$ cat src/fsqmc_map.svh
// Purpose: Offsets, field positions, reset values, opcodes and timing counts of the flash command block.
// Assumes: Included by bare name; definitions only.
// Notes: Opcodes are one byte; register offsets are byte addresses of 32-bit words.
`ifndef FSQMC_MAP_SVH
`define FSQMC_MAP_SVH
// ----------------------------------------------------------------
// Opcodes
// ----------------------------------------------------------------
`define FQ_OP_RD_FUNC 8'h48
`define FQ_OP_WR_FUNC 8'h42
`define FQ_OP_QUAD_ON 8'h35
`define FQ_OP_QUAD_OFF 8'hF5
`define FQ_OP_SUSP_A 8'h75
`define FQ_OP_SUSP_B 8'hB0
`define FQ_OP_RESUME_A 8'h7A
`define FQ_OP_RESUME_B 8'h30
`define FQ_OP_WR_STAT 8'h01
`define FQ_OP_RD_STAT 8'h05
`define FQ_OP_WR_EN 8'h06
`define FQ_OP_WR_DIS 8'h04
`define FQ_OP_READ 8'h03
`define FQ_OP_FAST 8'h0B
`define FQ_OP_DUAL_IO 8'hBB
`define FQ_OP_DUAL_OUT 8'h3B
`define FQ_OP_QUAD_IO 8'hEB
`define FQ_OP_QUAD_OUT 8'h6B
`define FQ_OP_PROG 8'h02
`define FQ_OP_PROG_Q_A 8'h32
`define FQ_OP_PROG_Q_B 8'h38
`define FQ_OP_SECT_A 8'h20
`define FQ_OP_SECT_B 8'hD7
`define FQ_OP_BLK32 8'h52
`define FQ_OP_BLK64 8'hD8
`define FQ_OP_CHIP_A 8'hC7
`define FQ_OP_CHIP_B 8'h60
`define FQ_OP_RST_EN 8'h66
`define FQ_OP_RST 8'h99
`define FQ_OP_ID_A 8'hAB
`define FQ_OP_ID_B 8'h9F
`define FQ_OP_ID_C 8'hAF
`define FQ_OP_ID_D 8'h90
`define FQ_OP_UID 8'h4B
`define FQ_OP_SFDP 8'h5A
`define FQ_OP_NOP 8'h00
`define FQ_OP_ROW_RD 8'h68
`define FQ_OP_SEC_UNL 8'h26
`define FQ_OP_SEC_LCK 8'h24
`define FQ_OP_WRAP 8'hC0
// ----------------------------------------------------------------
// Registers, fields, masks and reset values
// ----------------------------------------------------------------
`define FQ_REG_STAT 4'h0
`define FQ_REG_OPCTL 4'h4
`define FQ_REG_FUNC 4'h8
`define FQ_OPCTL_DONE 0
`define FQ_FUNC_PROGRAM_SUSPENDED_FLAG 2
`define FQ_FUNC_ERASE_SUSPENDED_FLAG 3
`define FQ_MASK_SECT 24'hFFF000
`define FQ_MASK_B32 24'hFF8000
`define FQ_MASK_B64 24'hFF0000
`define FQ_PIN_RST 6'h20
`define FQ_STAT_RST 6'h00
// ----------------------------------------------------------------
// Timing
// ----------------------------------------------------------------
`define FQ_CLK_NS 40
`define FQ_TSUS_NS 100000
`define FQ_TSUS_CYC ((`FQ_TSUS_NS + `FQ_CLK_NS - 1) / `FQ_CLK_NS)
`endif

$ cat src/fsqmc_pkg.sv
// Purpose: Types shared by the flash command block.
// Assumes: Nothing.
// Notes: One-hot codes are written out.
package fsqmc_pkg;
  // Frame phase of the serial link.
  typedef enum logic [4:0] {
    FR_IDLE = 5'h01,
    FR_CMD = 5'h02,
    FR_ARG = 5'h04,
    FR_OUT = 5'h08,
    FR_SKIP = 5'h10
  } fsqmc_frame_t;
  // Internally timed operation now running.
  typedef enum logic [3:0] {
    RUN_NONE = 4'h1,
    RUN_PROG = 4'h2,
    RUN_ERASE = 4'h4,
    RUN_CHIP = 4'h8
  } fsqmc_run_t;
endpackage

$ cat src/fsqmc_top.sv
// Purpose: Command handling of a serial flash: function register, quad mode, suspend and resume.
// Assumes: Host uses clock mode 0; link pins are sampled by i_clock at 25 MHz.
// Notes: Array data paths stay outside; software reports end of a timed operation.
// Notes on behaviour
// - Opcode 48h returns the function register.
// - Opcode 42h sets row lock bits individually.
// - Row lock bits never return to zero.
// - Function write needs latch; latch then clears.
// - Opcode 35h switches all commands to quad.
// - F5h leaves quad, accepted only quad-format.
// - Suspend and resume work in both modes.
// - Program suspend bit2, erase suspend bit3.
// - Suspend sector/block erase; ignore during chip erase.
// - Erase suspend blocks erases, erased reads, not 01h.
// - Program suspend blocks programs, page reads, not 01h.
// - Erase suspend sets flag, busy until ready.
// - Program suspend sets flag, busy until ready.
// - Any suspend flag rising clears write latch.
// - Resume restarts operation, clears both flags.
// - Quad cycle is two nibbles, high first.
// - Array reads accepted during either suspend.
// - Page programs accepted only in erase suspend.
// - Erase suspend accepts a further suspend.
// - During suspend 01h acts as volatile write.
// - Suspended reset needs preceding reset enable.
// - Busy bit reads one while operation active.
`timescale 1ns/1ps
`include "fsqmc_map.svh"
module fsqmc_top import fsqmc_pkg::*; (
  // Clock, reset, enable
  input wire logic i_clock,
  input wire logic i_rst,
  input wire logic i_ce,
  // Link pins
  input wire logic i_csn_pin,
  input wire logic i_sck_pin,
  input wire logic [3:0] i_io_pin,
  output logic [3:0] o_io_out,
  output logic [3:0] o_io_oe,
  // Register port
  input wire logic [3:0] i_addr,
  input wire logic [31:0] i_wdata,
  input wire logic i_wr,
  input wire logic i_rd,
  output logic [31:0] o_rdata,
  // Status
  output logic o_quad_mode,
  output logic o_write_in_progress,
  output logic o_read_grant
);
  // ----------------------------------------------------------------
  // Pin sampling
  // ----------------------------------------------------------------
  logic [5:0] sync1_q, sync2_q, sync3_q, pin_q; // Order: csn, sck, io[3:0].
  logic [5:0] pin_d; // Filtered pin level once two stages agree.
  logic sck_rise, sck_fall, cs_start, cs_end;

  // Three stages; a change counts once the last two agree, which rejects a single metastable sample.
  always_ff @(posedge i_clock or posedge i_rst) begin
    if (i_rst) begin
      sync1_q <= `FQ_PIN_RST;
      sync2_q <= `FQ_PIN_RST;
      sync3_q <= `FQ_PIN_RST;
      pin_q <= `FQ_PIN_RST;
    end else if (i_ce) begin
      sync1_q <= {i_csn_pin, i_sck_pin, i_io_pin};
      sync2_q <= sync1_q;
      sync3_q <= sync2_q;
      pin_q <= pin_d;
    end
  end

  assign pin_d = (sync2_q == sync3_q) ? sync3_q : pin_q;
  assign sck_rise = i_ce & ~pin_q[4] & pin_d[4] & ~pin_q[5];
  assign sck_fall = i_ce & pin_q[4] & ~pin_d[4] & ~pin_q[5];
  assign cs_start = i_ce & pin_q[5] & ~pin_d[5];
  assign cs_end = i_ce & ~pin_q[5] & pin_d[5];

  // ----------------------------------------------------------------
  // Byte assembly
  // ----------------------------------------------------------------
  fsqmc_frame_t frame_q; // Phase of the current frame.
  fsqmc_run_t run_q; // Timed operation in progress.
  logic quad_q; // Quad command mode.
  logic [7:0] shift_q, shift_d; // Incoming bits, first bit in the high end.
  logic [3:0] cnt_q, cnt_d; // Bits of the current byte.
  logic [2:0] bytes_q; // Complete bytes in this frame, saturating.
  logic [7:0] opcode_q, data_q; // First and second byte.
  logic [23:0] addr_q; // Bytes two to four.
  logic byte_done;

  // In quad mode each edge carries a nibble, the high nibble first, so two edges make a byte.
  always_comb begin
    shift_d = quad_q ? {shift_q[3:0], pin_d[3:0]} : {shift_q[6:0], pin_d[0]};
    cnt_d = cnt_q + (quad_q ? 4'h4 : 4'h1);
    byte_done = sck_rise & (cnt_d == 4'h8) & ((frame_q == FR_CMD) | (frame_q == FR_ARG));
  end

  // Shifter, bit count and captured bytes.
  always_ff @(posedge i_clock or posedge i_rst) begin
    if (i_rst) begin
      shift_q <= 8'h00;
      cnt_q <= 4'h0;
      bytes_q <= 3'h0;
      opcode_q <= 8'h00;
      data_q <= 8'h00;
      addr_q <= 24'h000000;
    end else if (cs_start) begin
      cnt_q <= 4'h0;
      bytes_q <= 3'h0;
    end else if (sck_rise) begin
      shift_q <= shift_d;
      cnt_q <= (cnt_d == 4'h8) ? 4'h0 : cnt_d;
      if (byte_done) begin
        bytes_q <= (bytes_q == 3'h7) ? bytes_q : bytes_q + 3'h1;
        if (bytes_q == 3'h0) begin
          opcode_q <= shift_d;
        end else begin
          addr_q <= {addr_q[15:0], shift_d};
        end
        if (bytes_q == 3'h1) begin
          data_q <= shift_d;
        end
      end
    end
  end

  // ----------------------------------------------------------------
  // Instruction filter
  // ----------------------------------------------------------------
  logic erase_suspended_flag_q, program_suspended_flag_q, erase_held_q, wel_q, armed_q;
  logic [11:0] sus_cnt_q; // Suspend latency still to run.
  logic [23:0] erase_base_q, erase_mask_q;
  logic [15:0] page_q;
  logic [3:0] locks_q; // Row lock bits.
  logic [5:0] stat_q; // Status bits 7:2.
  logic busy, suspended;
  logic [7:0] func_val, stat_val;

  function automatic logic is_array_read(input logic [7:0] op);
    is_array_read = (op == `FQ_OP_READ) | (op == `FQ_OP_FAST) | (op == `FQ_OP_DUAL_IO) |
                    (op == `FQ_OP_DUAL_OUT) | (op == `FQ_OP_QUAD_IO) | (op == `FQ_OP_QUAD_OUT);
  endfunction

  // Instructions that may start while suspended; outside a suspend everything passes.
  function automatic logic cmd_ok(input logic [7:0] op, input logic es, input logic ps);
    logic any_sus, erase_only;
    any_sus = is_array_read(op) | (op == `FQ_OP_WR_EN) | (op == `FQ_OP_WR_DIS) |
              (op == `FQ_OP_WR_STAT) | (op == `FQ_OP_RD_STAT) | (op == `FQ_OP_RD_FUNC) |
              (op == `FQ_OP_RESUME_A) | (op == `FQ_OP_RESUME_B) | (op == `FQ_OP_ID_A) |
              (op == `FQ_OP_ID_B) | (op == `FQ_OP_ID_C) | (op == `FQ_OP_ID_D) | (op == `FQ_OP_UID) |
              (op == `FQ_OP_SFDP) | (op == `FQ_OP_NOP) | (op == `FQ_OP_RST_EN) | (op == `FQ_OP_RST) |
              (op == `FQ_OP_ROW_RD) | (op == `FQ_OP_QUAD_ON) | (op == `FQ_OP_QUAD_OFF) |
              (op == `FQ_OP_WRAP);
    erase_only = (op == `FQ_OP_PROG) | (op == `FQ_OP_PROG_Q_A) | (op == `FQ_OP_PROG_Q_B) |
                 (op == `FQ_OP_SUSP_A) | (op == `FQ_OP_SUSP_B) | (op == `FQ_OP_SEC_UNL) |
                 (op == `FQ_OP_SEC_LCK);
    cmd_ok = ~(es | ps) | any_sus | (erase_only & es & ~ps);
  endfunction

  assign suspended = erase_suspended_flag_q | program_suspended_flag_q;
  assign busy = (run_q != RUN_NONE) | (sus_cnt_q != 12'h000);
  assign func_val = {locks_q, erase_suspended_flag_q, program_suspended_flag_q, 2'b00};
  assign stat_val = {stat_q, wel_q, busy};

  logic op_taken, read_refused;
  logic [23:0] rd_addr;
  // Until the suspend latency ends only status polling gets through.
  assign op_taken = cmd_ok(shift_d, erase_suspended_flag_q, program_suspended_flag_q) & ((sus_cnt_q == 12'h000) | (shift_d == `FQ_OP_RD_STAT));
  assign rd_addr = {addr_q[15:0], shift_d};
  assign read_refused = (erase_suspended_flag_q & ((rd_addr & erase_mask_q) == erase_base_q)) |
                        (program_suspended_flag_q & (rd_addr[23:8] == page_q));

  // Frame phase: a refused opcode or read address parks the frame until chip select rises.
  always_ff @(posedge i_clock or posedge i_rst) begin
    if (i_rst) begin
      frame_q <= FR_IDLE;
    end else if (cs_end) begin
      frame_q <= FR_IDLE;
    end else if (cs_start) begin
      frame_q <= FR_CMD;
    end else if (byte_done) begin
      unique case (frame_q)
        FR_CMD: begin
          if (!op_taken) begin
            frame_q <= FR_SKIP;
          end else if ((shift_d == `FQ_OP_RD_FUNC) || (shift_d == `FQ_OP_RD_STAT)) begin
            frame_q <= FR_OUT;
          end else begin
            frame_q <= FR_ARG;
          end
        end
        FR_ARG: begin
          if ((bytes_q == 3'h3) && is_array_read(opcode_q) && read_refused) begin
            frame_q <= FR_SKIP;
          end
        end
        default: begin
          frame_q <= frame_q;
        end
      endcase
    end
  end

  // ----------------------------------------------------------------
  // Command decode at the end of a frame
  // ----------------------------------------------------------------
  logic exec, op_done, is_susp, is_res;
  logic do_prog, do_erase, do_susp, do_res, do_swrst, do_wrfun, do_wrstat;
  logic [7:0] op;

  // A command acts only when it ends on a byte boundary as chip select rises.
  always_comb begin
    op = opcode_q;
    exec = cs_end & (frame_q == FR_ARG) & (cnt_q == 4'h0);
    is_susp = (op == `FQ_OP_SUSP_A) | (op == `FQ_OP_SUSP_B);
    is_res = (op == `FQ_OP_RESUME_A) | (op == `FQ_OP_RESUME_B);
    do_prog = exec & wel_q & (bytes_q >= 3'h4) & (run_q == RUN_NONE) &
              ((op == `FQ_OP_PROG) | (op == `FQ_OP_PROG_Q_A) | (op == `FQ_OP_PROG_Q_B));
    do_erase = exec & wel_q & (bytes_q >= 3'h4) & (run_q == RUN_NONE) & ~erase_suspended_flag_q &
               ((op == `FQ_OP_SECT_A) | (op == `FQ_OP_SECT_B) | (op == `FQ_OP_BLK32) | (op == `FQ_OP_BLK64));
    do_susp = exec & is_susp & ((run_q == RUN_ERASE) | (run_q == RUN_PROG));
    do_res = exec & is_res & suspended;
    do_swrst = exec & (op == `FQ_OP_RST) & armed_q;
    do_wrfun = exec & (op == `FQ_OP_WR_FUNC) & wel_q & (bytes_q >= 3'h2);
    do_wrstat = exec & (op == `FQ_OP_WR_STAT) & (bytes_q >= 3'h2) & (wel_q | suspended);
    op_done = i_ce & i_wr & (i_addr == `FQ_REG_OPCTL) & i_wdata[`FQ_OPCTL_DONE] & (run_q != RUN_NONE);
  end

  // Reset enable arms only the next frame that carries at least one whole byte.
  always_ff @(posedge i_clock or posedge i_rst) begin
    if (i_rst) begin
      armed_q <= 1'b0;
    end else if (cs_end && (bytes_q != 3'h0)) begin
      armed_q <= exec & (op == `FQ_OP_RST_EN);
    end
  end

  // Quad mode: entry from serial form, exit only from a full quad-format byte.
  always_ff @(posedge i_clock or posedge i_rst) begin
    if (i_rst) begin
      quad_q <= 1'b0;
    end else if (exec && (op == `FQ_OP_QUAD_ON)) begin
      quad_q <= 1'b1;
    end else if (exec && (op == `FQ_OP_QUAD_OFF) && quad_q) begin
      quad_q <= 1'b0;
    end
  end

  // Row locks are one-time: bits are only ever ORed in.
  always_ff @(posedge i_clock or posedge i_rst) begin
    if (i_rst) begin
      locks_q <= 4'h0;
    end else if (do_wrfun) begin
      locks_q <= locks_q | data_q[7:4];
    end
  end

  // Volatile status bits written by the status write.
  always_ff @(posedge i_clock or posedge i_rst) begin
    if (i_rst) begin
      stat_q <= `FQ_STAT_RST;
    end else if (do_wrstat) begin
      stat_q <= data_q[7:2];
    end
  end

  // Write enable latch; a set in the same cycle as a clear wins.
  always_ff @(posedge i_clock or posedge i_rst) begin
    if (i_rst) begin
      wel_q <= 1'b0;
    end else if (exec && (op == `FQ_OP_WR_EN)) begin
      wel_q <= 1'b1;
    end else if (do_susp || do_swrst || do_wrfun || op_done || (exec && (op == `FQ_OP_WR_DIS))) begin
      wel_q <= 1'b0;
    end else if (do_wrstat && !suspended) begin
      wel_q <= 1'b0;
    end
  end

  // Suspend latency: the device stays busy and deaf to all but status reads for the suspend time.
  always_ff @(posedge i_clock or posedge i_rst) begin
    if (i_rst) begin
      sus_cnt_q <= 12'h000;
    end else if (do_susp) begin
      sus_cnt_q <= 12'(`FQ_TSUS_CYC);
    end else if (do_swrst) begin
      sus_cnt_q <= 12'h000;
    end else if (i_ce && (sus_cnt_q != 12'h000)) begin
      sus_cnt_q <= sus_cnt_q - 12'h001;
    end
  end

  // Running operation, suspend flags and the region each protects.
  always_ff @(posedge i_clock or posedge i_rst) begin
    if (i_rst) begin
      run_q <= RUN_NONE;
      erase_suspended_flag_q <= 1'b0;
      program_suspended_flag_q <= 1'b0;
      erase_held_q <= 1'b0;
      erase_base_q <= 24'h000000;
      erase_mask_q <= `FQ_MASK_SECT;
      page_q <= 16'h0000;
    end else if (do_swrst) begin
      run_q <= RUN_NONE;
      erase_suspended_flag_q <= 1'b0;
      program_suspended_flag_q <= 1'b0;
      erase_held_q <= 1'b0;
    end else if (do_susp) begin
      run_q <= RUN_NONE;
      if (run_q == RUN_ERASE) begin
        erase_suspended_flag_q <= 1'b1;
        erase_held_q <= 1'b1;
      end else begin
        program_suspended_flag_q <= 1'b1;
      end
    end else if (do_res) begin
      erase_suspended_flag_q <= 1'b0;
      program_suspended_flag_q <= 1'b0;
      if (program_suspended_flag_q) begin
        run_q <= RUN_PROG;
      end else begin
        run_q <= RUN_ERASE;
        erase_held_q <= 1'b0;
      end
    end else if (do_prog) begin
      run_q <= RUN_PROG;
      page_q <= addr_q[23:8];
    end else if (do_erase) begin
      run_q <= RUN_ERASE;
      erase_mask_q <= (op == `FQ_OP_BLK64) ? `FQ_MASK_B64 : (op == `FQ_OP_BLK32) ? `FQ_MASK_B32 : `FQ_MASK_SECT;
      erase_base_q <= addr_q & ((op == `FQ_OP_BLK64) ? `FQ_MASK_B64 :
                                (op == `FQ_OP_BLK32) ? `FQ_MASK_B32 : `FQ_MASK_SECT);
    end else if (exec && wel_q && (run_q == RUN_NONE) && !suspended &&
                 ((op == `FQ_OP_CHIP_A) || (op == `FQ_OP_CHIP_B))) begin
      run_q <= RUN_CHIP;
    end else if (op_done) begin
      // A program finished inside an erase suspend leaves the erase held; a resumed one picks it up.
      if (erase_held_q && !erase_suspended_flag_q) begin
        run_q <= RUN_ERASE;
        erase_held_q <= 1'b0;
      end else begin
        run_q <= RUN_NONE;
      end
    end
  end

  // ----------------------------------------------------------------
  // Link output
  // ----------------------------------------------------------------
  logic [7:0] out_sh_q; // Register byte being rotated out; it repeats while clocks continue.

  // Register reads load on the opcode's last edge and shift on falling edges.
  always_ff @(posedge i_clock or posedge i_rst) begin
    if (i_rst) begin
      out_sh_q <= 8'h00;
      o_io_out <= 4'h0;
      o_io_oe <= 4'h0;
    end else if (cs_end || cs_start) begin
      o_io_oe <= 4'h0;
    end else if (byte_done && (frame_q == FR_CMD)) begin
      out_sh_q <= (shift_d == `FQ_OP_RD_FUNC) ? func_val : stat_val;
    end else if (sck_fall && (frame_q == FR_OUT)) begin
      if (quad_q) begin
        o_io_out <= out_sh_q[7:4];
        o_io_oe <= 4'hF;
        out_sh_q <= {out_sh_q[3:0], out_sh_q[7:4]};
      end else begin
        o_io_out <= {2'b00, out_sh_q[7], 1'b0};
        o_io_oe <= 4'h2;
        out_sh_q <= {out_sh_q[6:0], out_sh_q[7]};
      end
    end
  end

  // Array read permission for the outside data path.
  always_ff @(posedge i_clock or posedge i_rst) begin
    if (i_rst) begin
      o_read_grant <= 1'b0;
    end else if (cs_end || cs_start) begin
      o_read_grant <= 1'b0;
    end else if (byte_done && (frame_q == FR_ARG) && (bytes_q == 3'h3) && is_array_read(opcode_q)) begin
      o_read_grant <= ~read_refused;
    end
  end

  // ----------------------------------------------------------------
  // Register port and status outputs
  // ----------------------------------------------------------------
  // Read data stand only in the cycle after the strobe; unmapped offsets read zero.
  always_ff @(posedge i_clock or posedge i_rst) begin
    if (i_rst) begin
      o_rdata <= 32'h00000000;
      o_quad_mode <= 1'b0;
      o_write_in_progress <= 1'b0;
    end else if (i_ce) begin
      o_quad_mode <= quad_q;
      o_write_in_progress <= busy;
      o_rdata <= 32'h00000000;
      if (i_rd && (i_addr == `FQ_REG_STAT)) begin
        o_rdata <= {22'h000000, erase_held_q, quad_q, stat_val};
      end else if (i_rd && (i_addr == `FQ_REG_OPCTL)) begin
        o_rdata <= {28'h0000000, run_q};
      end else if (i_rd && (i_addr == `FQ_REG_FUNC)) begin
        o_rdata <= {24'h000000, func_val};
      end
    end
  end
endmodule

$ cat config.mk
export PLATFORM = sky130hd
export DESIGN_NAME = fsqmc_top
export DESIGN_NICKNAME = d
export VERILOG_FILES = /design/src/fsqmc_pkg.sv /design/src/fsqmc_top.sv
export VERILOG_INCLUDE_DIRS = /design/src /design/src/src
export SDC_FILE = /design/constraint.sdc
export NUM_CORES = 1
export LEC_CHECK = 0
export BUFFER_PORTS_ARGS = -buffer_cell sky130_fd_sc_hd__buf_2
export CORE_MARGIN = 5
export CORE_UTILIZATION = 35
export DETAILED_ROUTE_END_ITERATION = 8
export PLACE_DENSITY = 0.62
export REMOVE_ABC_BUFFERS = 1
export SYNTH_ARGS = -nofsm -noshare
export SYNTH_HDL_FRONTEND = slang
export SYNTH_SLANG_ARGS = --single-unit
$ cat constraint.sdc
create_clock -name i_clock -period 15.3 [get_ports i_clock]
set_input_delay 3.06 -clock i_clock [delete_from_list [all_inputs] [get_ports i_clock]]
set_output_delay 3.06 -clock i_clock [all_outputs]
set_load 0.02 [all_outputs]
---- Yosys cells after proc, flatten, opt, wreduce, memory -nomap -nowiden ----
Cells that the tools add are included.
word-level totals
  bits in registers ....................... 230
  output and inout port bits .............. 43
  input port bits ......................... 47
  logic and storage cells ................. 366
cells by class
  mux-type cells .......................... 66
  equality and inequality tests ........... 84
  add/sub/neg operators ................... 3
  bitwise gates (word level) .............. 113
  magnitude comparators ................... 2
  reduce and logical (&&, ||, !) cells .... 67
operators with widths
  kind                                                             number
  8-bit == test, second input constant                             18
  8-bit by 7-bit == test with 1-bit output, second input constant  15
  8-bit by 6-bit == test with 1-bit output, second input constant  13
  4-bit 2-to-1 mux                                                 16
  8-bit 2-to-1 mux                                                 7
  1-bit bitwise OR                                                 52
  24-bit AND                                                       2
  1-bit AND                                                        42
  8-bit by 3-bit == test with 1-bit output, second input constant  5
  12-bit 2-to-1 mux                                                3
  8-bit by 2-bit == test with 1-bit output, second input constant  4
  5-bit 2-to-1 mux                                                 5
  24-bit == test                                                   1
  1-bit logical AND                                                23
  1-bit 2-to-1 mux                                                 23
  3-bit 2-to-1 mux                                                 7
  16-bit == test                                                   1
  8-bit by 1-bit == test with 1-bit output, second input constant  2
  8-bit by 4-bit == test with 1-bit output, second input constant  2
  16-bit 2-to-1 mux                                                1
  1-bit inverter                                                   16
  4-bit AND reduction                                              4
  15-bit 2-to-1 mux                                                1
  3-bit nonzero test                                               5
  other kinds (40)                                                 67

---- Longest topological paths before layout ----
Gate-level depths: netlist (run 1).
  depth in word-level cells ............... 37
  mapped depth ............................ 12
  depth with buffers taken out ............ 11

---- Worst setup path before layout (run 1) ----
Ideal clock, no wire load.
  path type ............................... input to register
  start ................................... input i_ce
  end ..................................... register page_q[0]
  buffers on the path ..................... 3
  data required time ...................... 15.175 ns
  stages on the path ...................... 7
  data arrival time ....................... 4.838 ns
  setup time .............................. 0.125 ns
  setup slack ............................. 10.338 ns
  cell sequence ........................... clkbuf_1 > nand3_2 > nor4_1 > and4_1 > buf_2 > buf_4 > mux2_2
between the ends
  cells in the longest elaborated chain, start to end .. 9
  elaborated cells between the ends (all ways) .. 18
  those cells by class .................... bitwise (17); reduce/logical (1)
RTL lines
  item                                    RTL line          RTL
  start: declaration                      fsqmc_top.sv:33   input wire logic i_ce,
  1-bit AND * (2 in a row)                fsqmc_top.sv:77   assign cs_end = i_ce & ~pin_q[5] & pin_d[5];
  1-bit AND * (2 in a row)                fsqmc_top.sv:215  exec = cs_end & (frame_q == FR_ARG) & (cnt_q == 4'h0);
  1-bit AND (4 in a row)                  fsqmc_top.sv:218  do_prog = exec & wel_q & (bytes_q >= 3'h4) & (run_q == RUN_NONE) &
  4-bit AND reduction (no source line) *  n/a
  end signal: assignment                  fsqmc_top.sv:328  page_q <= addr_q[23:8];
  end: declaration                        fsqmc_top.sv:134  logic [15:0] page_q;
Mark *: on every way between the ends. The rest lies on a longest branch, timed or not.
A chain may end at the register's enable or synchronous reset.

---- Final worst setup path (run 1) ----
  start ................................... input i_ce
  end ..................................... register run_q[2]
between the ends
  cells in the longest elaborated chain, start to end .. 14
  elaborated cells between the ends (all ways) .. 31
  those cells by class .................... mux (6); bitwise (20); reduce/logical (5)
RTL lines
  item                                                                RTL line                                              RTL
  1-bit AND (2 in a row)                                              fsqmc_top.sv:77
  1-bit AND (2 in a row)                                              fsqmc_top.sv:215
  1-bit AND / 1-bit logical AND (equally long branches) (3 in a row)  fsqmc_top.sv:218, fsqmc_top.sv:220, fsqmc_top.sv:334
  1-bit AND / 1-bit logical AND (equally long branches)               fsqmc_top.sv:220, fsqmc_top.sv:334
  1-bit AND / 4-bit 2-to-1 mux (equally long branches)                fsqmc_top.sv:220, fsqmc_top.sv:334
  4-bit 2-to-1 mux                                                    fsqmc_top.sv:329                                      end else if (do_erase) begin
  4-bit 2-to-1 mux                                                    fsqmc_top.sv:326                                      end else if (do_prog) begin
  4-bit 2-to-1 mux                                                    fsqmc_top.sv:317                                      end else if (do_res) begin
  4-bit 2-to-1 mux                                                    fsqmc_top.sv:309                                      end else if (do_susp) begin
  4-bit 2-to-1 mux                                                    fsqmc_top.sv:304                                      end else if (do_swrst) begin
  end signal: assignment                                              fsqmc_top.sv:305                                      run_q <= RUN_NONE;
  end signal: assignment                                              fsqmc_top.sv:310                                      run_q <= RUN_NONE;
  end signal: assignment                                              fsqmc_top.sv:327                                      run_q <= RUN_PROG;
  end: declaration                                                    fsqmc_top.sv:83                                       fsqmc_run_t run_q;
Several ways; a longest one is shown, not always the timed one.

==> results of run 1 <==
## logic make-up after synthesis
group / after synthesis
and+or+nand+nor: 327
AOI/OAI and AO/OA: 157
DFF: 170
buffers and inverters: 89
other: 1
xor gates and xnor gates: 52
muxes: 97
adders and majority gates: 9
## area by class of cell
class | instances | area [sq um] | area share (%)
Timing Repair Buffer | 41 | 218 | 2.17
Tap cell | 330 | 413 | 4.11
Clock inverter | 13 | 211 | 2.11
Sequential cell | 170 | 4260 | 42.5
Multi-Input combinational cell | 664 | 4390 | 43.7
Inverter | 24 | 95.1 | 0.947
Clock buffer | 19 | 453 | 4.51
## critical path, delay by kind of cell
kind,cells,cell delay [ns]
AO/OA/AOI/OAI,1,0.07
buffers and inverters,2,0.46
AND/OR/NAND/NOR,5,2.53
## layout by cell type, fill, tap and decap left out, types with 8 or more instances in the layout
cell type	count
o21ai_0	57
nor3_1	17
clkbuf_16	17
nand4_1	9
nor2b_1	10
dfrtp_1	162
xor2_1	21
conb_1	22
nor2_1	64
xnor2_1	30
dfstp_2	8
a31oi_1	10
mux2_2	62
nand2_1	114
inv_1	22
nand3_1	29
nor4_1	19
o21ai_1	21
buf_2	36
mux2_1	14
a21oi_1	15
mux2i_1	20
ha_1	9
## where the power goes
part           internal, W  total [W]  switching, W
clock             0.000300   0.000484      0.000183
combinational    0.0000729   0.000190      0.000117
sequential        0.000485   0.000526     0.0000402
total             0.000859    0.00120      0.000341
## state kept, by name, indices dropped and copies added, names as in the netlist, 5 cells and up
name and flops:
data_q 6, page_q 16, out_sh_q 8, frame_q 5, o_rdata 10, op 8, stat_q 6, sync2_q 6
sus_cnt_q 12, addr_q 24, sync1_q 6, shift_q 7, pin_q 6, sync3_q 6, erase_base_q 12
## through the flow
stage | power, W | util [%] | instance area, sq um | worst slack (ns) | cells
2_1_floorplan | 0.000668 | - | 8740 | 7.65 | 858
3_3_place_gp | 0.000717 | 37.1 | 9380 | 9.02 | 1229
3_5_place_dp | 0.000723 | 37.1 | 9380 | 9.04 | 1229
4_1_cts | 0.00121 | 39.8 | 10000 | 9.45 | 1261
5_1_grt | 0.00126 | 39.8 | 10000 | 9.21 | 1261
6_report | 0.00120 | 39.8 | 10000 | 9.44 | 1261
## per-layer routing
metal / wire [microns] / global-route usage, % / vias up
met2: 9520 / 22.7 / 172
met1: 9580 / 20.3 / 3238
met4: 261 / 3.85 / 0
li1: - / - / 3174
met3: 877 / 2.59 / 20
met5: 0 / 0 / -
## path summary, 6_finish.rpt
| path | from | to | slack (ns) |
|---|---|---|---|
| max reg2reg | sync3_q[5] | run_q[2] | 11.18 |
| min | locks_q[3] | locks_q[3] | 0.47 |
| min reg2reg | locks_q[3] | locks_q[3] | 0.47 |
| min in group asynchronous | i_rst | addr_q[23] | 2.86 |
| max in group asynchronous | i_rst | quad_q | 11.02 |
| max | i_ce | run_q[2] | 9.44 |
==> run metrics, run 1 <==
synthesized flop and latch total 170; largest voltage drop on the vdd net 0.0717 mV; first-iteration detailed-routing DRC count 488; postcts setup bufs 0; Post-Synth XOR/XNOR Area 5.13%; transition time at the pin with the least slew margin 1.21 ns; top cell type's share of synthesized area 44.9%; number of distinct library cell variants in the gate-level netlist after synthesis 81; Hold Path Cell Cnt 1; most numerous cell in the Yosys netlist dfrtp_1; first-pass detailed-route iteration total 5; number of port buffers 36; die height 171 microns; multiplexer share of the synthesized area 11.9%; cell type with the highest aggregate area in the netlist dfrtp_1; portion of the clock cycle consumed by the worst path in the final layout 38.3%; root buffer selected by CTS clkbuf_16; setup violators final 0; average footprint of a synthesized cell 10.0 sq um; clock tree skew after final layout 0.0112 ns; Final Hold Viols 0; critical path class in -> reg; number of enable flip-flop cells after synthesis 0; hold buffer count at cts 0; largest family of logic cells by synthesized area simple AND/OR/NAND/NOR gates; result of the run completed; number of global-route vias before repair 6496; cells along the critical path buf_2 -> buf_4 -> nand3_2 -> nor4_1 -> nand4_1 -> nor4bb_1 -> nand2_1 -> o21ai_0; vias after detailed routing 6604; ratio of cells with drive above 1 in the final layout 18.3%; htree depth 4; headroom to the max-slew limit 18.7%; clk sinks 170; RSZ-0062 raised after global routing false; post-synthesis instance total 902; filler cell count 2513; Clk pin slew, worst setup/hold paths 0.07 ns; Register-to-Register Path Depth 8; Final Net Count 974; antenna diode count 0; basic-gate share of the synthesized area counting and, or, nand and nor cells 18.6%; initial standard-cell utilization of the core 35.7%; aggregate negative setup slack 0 ns; Worst path max stage delay 0.93 ns; antenna violation net count after detailed routing 0; initial antenna violation count 0; total grt overflow 0; pwr/cell area 119 nW/um^2; max-capacitance violation count 0; number of pins with negative max-slew slack in the final report 0; portion of the post-synthesis area used by sequential elements 47.3%; CP max stage cell nand4_1; class of the worst hold path reg -> reg; wire length reported by the detailed router 20200 microns; CTS Buffer Depth 2; Async SR Flop Fraction 100%; row count 58; largest net degree at the start of global routing 105; Startpoint Class primary input; Wirelength per Cell 16.0 microns; worst path arrival time 6.14 ns; worst hold slack 0.473 ns; number of design rule violations left after detail routing 0; number of top-level pins 90; Syn Std Cell Area 9020 sq um; endpoint class of the critical path flop; required time at the endpoint of the critical path 15.59 ns; die span in x 171 microns; synthesized-area fraction occupied by ao, oa, aoi and oai cells 10.8%; YS warnings 0; post-cts resize count 0; most frequent cells after synthesis dfrtp_1, nand2_1, nor2_1, mux2_2, o21ai_0; TritonCTS clock tree built; total global-route track usage 14.3%; clock latency on the worst-skew pair 0.43 ns; Layout Area Growth over Synthesis 11.3%; leakage power of the design 4.61 nW; maximum frequency from static timing analysis 171 MHz; first-pass GRT wire length 33800 microns; drt via density 5.24; gp weighted congestion 0.841; area of the die 29100 sq um; final period demand of the worst path 5.86 ns; dominant cells by area after synthesis dfrtp_1, mux2_2, nand2_1, o21ai_0, xnor2_1; number of buffers created by CTS 17; total core area 25300 sq um; HPWL after detailed placement 13700 microns; adder and majority cell fraction of the synthesized area 1.25%; commonest register cell after synthesis dfrtp_1; Crit Path Max Fanout 36
Power figures use the tool's default switching activity.
==> run 2, diff against run 1 <==
ABC_AREA = 1   (was unset)
clock period = 6 ns   (was 15.3 ns; I/O delays follow)
==> run 2 against run 1 <==
Against the previous run: combinational power grew to 3.8 times the previous value; sequential power grew to 2.6 times the previous value; die area is 1.1% higher; sequential cell count stayed put; register-to-register slack worse by 8.7 ns; critical path type is now reg -> reg; routed wire length is 10% higher; global-route usage is 1.5 points higher; setup slack worse by 7.0 ns; utilization is 0.65 points lower; first-iteration DRC count is 22% higher; synthesized cell count is 29% higher; count of clock-buffer cells in the layout is 4 higher.
==> run metrics, run 2 <==
result of the run completed; initial antenna violation count 0 (unchanged); postcts setup bufs 0 (unchanged); most numerous cell in the Yosys netlist nand2_1; average footprint of a synthesized cell 7.81 sq um (-22%); Final Net Count 1253 (+29%); most common cell type on the critical path nand2_1; hold buffer count at cts 0 (unchanged); transition time at the pin with the least slew margin 1.10 ns (-0.105 ns); HPWL after detailed placement 16000 microns (+17%); antenna violation net count after detailed routing 0 (unchanged); most common library cell in the layout ignoring fill and taps nand2_1; leakage power of the design 4.85 nW (+5.2%); timing endpoint of the critical path run_q[2]; setup violators final 0 (unchanged); max-capacitance violation count 0 (unchanged); portion of the post-synthesis area used by sequential elements 46.7% (-0.53 points); Final Hold Viols 0 (unchanged); headroom to the max-slew limit 26.3% (+7.6 points); Wirelength per Cell 14.5 microns (-9.8%); wire length reported by the detailed router 22400 microns (+10%); register name with the most flops addr_q; ratio of cells with drive above 1 in the final layout 9.75% (-8.5 points); cells along the critical path inv_1 -> nand2_1 -> nand2_1 -> nor2_4 -> nand3_4 -> o21ai_2 -> nand3_1 -> nor4_2 -> nand2_1 -> nand4_1 -> or2_0 -> o21ai_0; commonest cells after routing, fill and taps aside nand2_1, dfrtp_1, inv_1; Crit Path Max Fanout 35 (-2.8%); die span in x 171 microns (+0.53%); number of global-route vias before repair 7473 (+15%); filler cell count 2663 (+6.0%); first-pass GRT wire length 37900 microns (+12%); dominant cells by area after synthesis dfrtp_1, nand2_1, inv_1, o21ai_0, nor2_1; vias after detailed routing 7582 (+15%); largest voltage drop on the vdd net 0.247 mV (+240%); htree depth 4 (unchanged); post-synthesis instance total 1168 (+29%); total global-route track usage 15.8% (+1.5 points); critical path class reg -> reg; number of top-level pins 90 (unchanged); row count 59 (+1.7%); area of the die 29400 sq um (+1.1%); first-iteration detailed-routing DRC count 594 (+22%); area taken by flip-flops and latches 4260 sq um (unchanged); number of buffers created by CTS 17 (unchanged); number of port buffers 36 (unchanged); cell type with the highest aggregate area in the netlist dfrtp_1; max reg flops 24 (unchanged); origin of the worst setup path sync3_q[5]; number of enable flip-flop cells after synthesis 0 (unchanged); pwr/cell area 315 nW/um^2 (+160%); area after detailed placement 9540 sq um (+1.7%); clock latency on the worst-skew pair 0.43 ns (about the same); initial standard-cell utilization of the core 35.3% (-0.41 points); antenna diode count 0 (unchanged); worst-case register-to-register setup slack 2.49 ns (-8.69 ns); combined area of the multi-input logic cells 4030 sq um (-8.1%); synthesized flop and latch total 170 (unchanged); drt via density 4.91 (-6.3%); commonest register cell after synthesis dfrtp_1; CP max stage cell nand2_1; Clk pin slew, worst setup/hold paths 0.07 ns (about the same); Worst path max stage delay 0.72 ns (-0.21 ns); clock tree skew after final layout 0.0107 ns (-0.000461 ns); endpoint class of the critical path flop; root buffer selected by CTS clkbuf_16; largest registers ranked by flip-flop count addr_q x24, page_q x16; required time at the endpoint of the critical path 6.31 ns (-9.28 ns); maximum frequency from static timing analysis 285 MHz; die height 171 microns (+0.53%); first-pass detailed-route iteration total 5 (unchanged); Register-to-Register Path Depth 12 (+4); launch point of the worst reg-to-reg path sync3_q[5]; clk sinks 170 (unchanged); R2R Path End run_q[2]; area of all placed cells without fillers 10100 sq um (+0.65%); number of distinct library cell variants in the gate-level netlist after synthesis 54 (-33%); post-cts resize count 0 (unchanged); number of design rule violations left after detail routing 0 (unchanged); class of the worst hold path reg -> reg; Syn Std Cell Area 9120 sq um (+1.1%); Layout Area Growth over Synthesis 10.8%; total core area 25800 sq um (+2.3%); CTS Buffer Depth 2 (unchanged); portion of the clock cycle consumed by the worst path in the final layout 58.6%; total grt overflow 0 (unchanged); worst path arrival time 3.83 ns (-2.31 ns); aggregate negative setup slack 0 ns (unchanged); Startpoint Class flop; largest net degree at the start of global routing 83 (-21%); final period demand of the worst path 3.51 ns; YS warnings 0 (unchanged); Async SR Flop Fraction 100% (unchanged); number of pins with negative max-slew slack in the final report 0 (unchanged); gp weighted congestion 0.929 (+11%); TritonCTS clock tree built; RSZ-0062 raised after global routing false; top cell type's share of synthesized area 44.4% (-0.51 points); most frequent cells after synthesis nand2_1, dfrtp_1, inv_1, o21ai_0, nor2_1
==> run 2: cell types whose count changed after synthesis, sizes merged, moves of 9 or more <==
cell,before,now
xnor2,30,10
nand4,10,29
mux2i,20,1
xor2,22,11
nor2b,10,0
nor2,65,105
o211ai,2,11
nor4,22,11
inv,23,158
nand3,31,58
nand2,116,293
o21ai,79,149
mux2,77,5
==> run 2: through the flow <==
stage                     utilization (%)  total power (W)  hold WS (ns)  setup slack, ns  instances
final                                39.1          0.00319         0.464             2.49       1545
after global routing                 39.1          0.00339         0.491             2.18       1545
after CTS                            39.1          0.00322         0.467             2.46       1545
after detailed placement             36.9          0.00214         0.456             2.07       1513
after global placement               36.9          0.00212         0.452             2.14       1513
after floorplan                         -          0.00194         0.442            0.210       1136
==> run 2: area by class of cell <==
| type | instances | area share (%) |
|---|---|---|
| clock buffer | 23 | 4.73 |
| tap | 335 | 4.15 |
| multi-input combinational | 808 | 39.9 |
| sequential | 170 | 42.2 |
| inverter | 158 | 5.92 |
| clock inverter | 9 | 0.879 |
| timing repair buffer | 42 | 2.23 |
==> run 2: kinds of logic (layout without fill, tap and decap cells) <==
kind of cell    Yosys count  in the layout  share of synthesized area (%)
other cells               1             22                         0.0411
flops                   170            170                           46.7
mux                       6              6                          0.727
xor+xnor                 21             21                           2.02
simple gates            532            532                           25.7
fa+ha+maj                 9              9                           1.23
buf+inv                 211            232                           9.93
compound gates          218            218                           13.6
==> run 2: layer usage <==
metal,vias to the layer above,wire length (microns),global-route usage (%)
met4,0,272,3.72
met5,-,0,0
met3,30,735,2.51
met2,134,10800,26.6
li1,3826,-,-
met1,3592,10600,21.3
==> run 2: report_power, final <==
part | switching, W | internal (W) | total (W)
sequential | 0.000106 | 0.00129 | 0.00139
clock | 0.000463 | 0.000607 | 0.00107
combinational | 0.000494 | 0.000229 | 0.000723
==> run 2: worst min path at each step <==
stage | slack (ns) | end | cells after the start | from
after floorplan | 0.44 | sync1_q[0] | 2 | sync1_q[0]
after global placement | 0.45 | sync1_q[5] | 2 | sync1_q[5]
after detailed placement | 0.46 | sync1_q[5] | 2 | sync1_q[5]
after CTS | 0.47 | sync1_q[5] | 2 | sync1_q[5]
after global routing | 0.49 | sync1_q[5] | 2 | sync1_q[5]
final | 0.46 | sync1_q[5] | 2 | sync1_q[5]
==> run 2: critical path: cells and delay by family, from the launching register on <==
| family | cells | cell delay (ns) |
|---|---|---|
| buffers and inverters | 1 | 0.06 |
| AO/OA/AOI/OAI | 2 | 0.33 |
| flip-flops | 1 | 0.53 |
| AND/OR/NAND/NOR | 9 | 2.47 |
==> run 3, diff against run 2 <==
PLACE_DENSITY = 0.64   (was 0.62)
clock period = 3.2 ns   (was 6 ns; I/O delays follow)
==> run 3 against run 2 <==
Against the previous run: worst hold slack got worse by 0.21 ns; sequential cell count stayed put; setup slack worse by 2.2 ns; first-iteration DRC count grew 6.7%; count of clock-buffer cells in the layout unchanged; clock skew grew 0.0026 ns; utilization is 0.64 points higher; critical path type unchanged.
==> run metrics, run 3 (same netlist as run 2, synthesis figures left out) <==
area of all placed cells without fillers 10300 sq um (+1.6%); leakage power of the design 4.95 nW (+1.9%); die span in x 171 microns (unchanged); Register-to-Register Path Depth 12 (unchanged); clk sinks 170 (unchanged); total core area 25800 sq um (unchanged); wire length reported by the detailed router 21800 microns (-2.7%); largest voltage drop on the vdd net 0.455 mV (+84%); first-pass GRT wire length 36500 microns (-3.8%); class of the worst hold path in -> async; critical path class reg -> reg; maximum frequency from static timing analysis 346 MHz (+22%); row count 59 (unchanged); RSZ-0062 raised after global routing false; part of the total power dissipated in the clock network 34.2% (+0.6 points); Layout Area Growth over Synthesis 12.6%; setup slack after layout 0.309 ns (-2.18 ns); total global-route track usage 15.3% (-0.51 points); area after detailed placement 9670 sq um (+1.4%); Worst path max stage delay 0.53 ns (-0.19 ns); headroom to the max-slew limit 59.9% (+34 points); family of cells with the greatest summed delay on the critical path simple AND/OR/NAND/NOR gates; first-iteration detailed-routing DRC count 634 (+6.7%); clock latency on the worst-skew pair 0.43 ns (about the same); ratio of cells with drive above 1 in the final layout 10.9% (+1.2 points); post-layout total power 0.00609 W (+91%); endpoint class of the critical path flop; portion of the clock cycle consumed by the worst path in the final layout 90.3% (+32 points); post-layout util 39.8% (+0.64 points); Clk pin slew, worst setup/hold paths 0.07 ns (about the same); drt via density 4.93 (+0.49%); max-capacitance violation count 0 (unchanged); largest net degree at the start of global routing 65 (-22%); worst-case register-to-register setup slack 0.31 ns (-2.18 ns); number of design rule violations left after detail routing 0 (unchanged); pwr/cell area 593 nW/um^2 (+88%); max reg flops 24 (unchanged); vias after detailed routing 7698 (+1.5%); Final Hold Viols 0 (unchanged); CTS Buffer Depth 2 (unchanged); die height 171 microns (unchanged); postcts setup bufs 0 (unchanged); launch point of the worst reg-to-reg path sync3_q[5]; number of buffers created by CTS 17 (unchanged); sequential fraction of design power 42.9% (-0.8 points); internal power 0.00410 W (+93%); number of port buffers 36 (unchanged); CP max stage cell dfstp_2; Crit Path Max Fanout 16 (-54%); cell depth of the worst setup path 12 (unchanged); htree depth 4 (unchanged); HPWL after detailed placement 16000 microns (about the same); root buffer selected by CTS clkbuf_16; WP buf/inv 1 (unchanged); register name with the most flops addr_q; setup violators final 0 (unchanged); largest registers ranked by flip-flop count addr_q x24, page_q x16; most common cell type on the critical path nand2_1; switching fraction of total power 32.7% (-0.66 points); antenna diode count 0 (unchanged); total net switching power 0.00199 W (+87%); most common library cell in the layout ignoring fill and taps nand2_1; timing endpoint of the critical path out_sh_q[0]; combinational group share of total power 22.9% (+0.2 points); first-pass detailed-route iteration total 5 (unchanged); setup slack at placement 0.329 ns (-1.74 ns); worst path arrival time 3.23 ns (-0.60 ns); required time at the endpoint of the critical path 3.53 ns (-2.78 ns); Final Net Count 1269 (+1.3%); antenna violation net count after detailed routing 0 (unchanged); transition time at the pin with the least slew margin 0.596 ns (-0.507 ns); number of global-route vias before repair 7315 (-2.1%); number of pins with negative max-slew slack in the final report 0 (unchanged); area of the die 29400 sq um (unchanged); initial standard-cell utilization of the core 35.3% (unchanged); final period demand of the worst path 2.89 ns (-0.623 ns); result of the run completed; Startpoint Class flop; R2R Path End out_sh_q[0]; total grt overflow 0 (unchanged); cells along the critical path inv_1 -> nand2_1 -> nand2_1 -> nor2_4 -> nand3_4 -> o21ai_4 -> nand4_2 -> nor2_2 -> nand2_2 -> a21oi_4 -> nor2_1 -> a21oi_1; initial antenna violation count 0 (unchanged); gp weighted congestion 0.950 (+2.3%); origin of the worst setup path sync3_q[5]; commonest cells after routing, fill and taps aside nand2_1, dfrtp_1, inv_1; TritonCTS clock tree built; number of top-level pins 90 (unchanged); Wirelength per Cell 13.9 microns (-3.7%); clock tree skew after final layout 0.0133 ns (+0.00257 ns)
-- run 3: stage by stage --
step	hold slack [ns]	TNS (ns)	cells
finish	0.257	0	1561
global route	0.294	0	1561
CTS	0.269	0	1561
detailed placement	0.456	0	1529
global placement	0.452	0	1529
floorplan	0.442	-334.97	1136
-- run 3: worst register-to-register path: cells and delay by family, from the launching register on --
| family | cells | cell delay, ns |
|---|---|---|
| AOI/OAI and AO/OA | 3 | 0.95 |
| DFF | 1 | 0.53 |
| and+or+nand+nor | 8 | 1.25 |
| buffers and inverters | 1 | 0.06 |
-- run 3: final cells by class --
type / instances / area (sq um)
Clock buffer: 23 / 478
Timing Repair Buffer: 58 / 358
Sequential cell: 170 / 4260
Tap cell: 335 / 419
Fill cell: 2628 / 15600
Inverter: 158 / 598
Multi-Input combinational cell: 808 / 4040
Clock inverter: 9 / 111
-- run 3: how the worst min path moves through the flow --
stage,startpoint,endpoint,slack [ns],cells after the start
after floorplan,sync1_q[0],sync1_q[0],0.44,2
after global placement,erase_mask_q[15],erase_mask_q[15],0.45,2
after detailed placement,erase_mask_q[15],erase_mask_q[15],0.46,2
after CTS,i_rst,o_io_out[0],0.27,2
after global routing,i_rst,o_io_out[0],0.29,2
final,i_rst,o_io_out[0],0.26,2
-- run 3: power groups by stage --
stage	clock network, W	logic (W)	registers (W)
final	0.00208	0.00140	0.00261
after global routing	0.00222	0.00161	0.00265
after CTS	0.00213	0.00140	0.00261
after detailed placement	0	0.00139	0.00265
after global placement	0	0.00136	0.00264
after floorplan	0	0.00103	0.00261
-- run 3: timing repair --
action | 4_1_cts | 5_1_grt
endpoints found under the setup margin | 0 | 1
hold buffers | 0 | 0
gates resized for setup | 0 | 2
-- run 3: metal layers --
| metal | wire [microns] | global-route usage (%) | vias up |
|---|---|---|---|
| li1 | - | - | 3864 |
| met1 | 10100 | 20.3 | 3633 |
| met2 | 10200 | 24.9 | 161 |
| met3 | 942 | 2.92 | 40 |
| met4 | 576 | 5.44 | 0 |
| met5 | 0 | 0 | - |
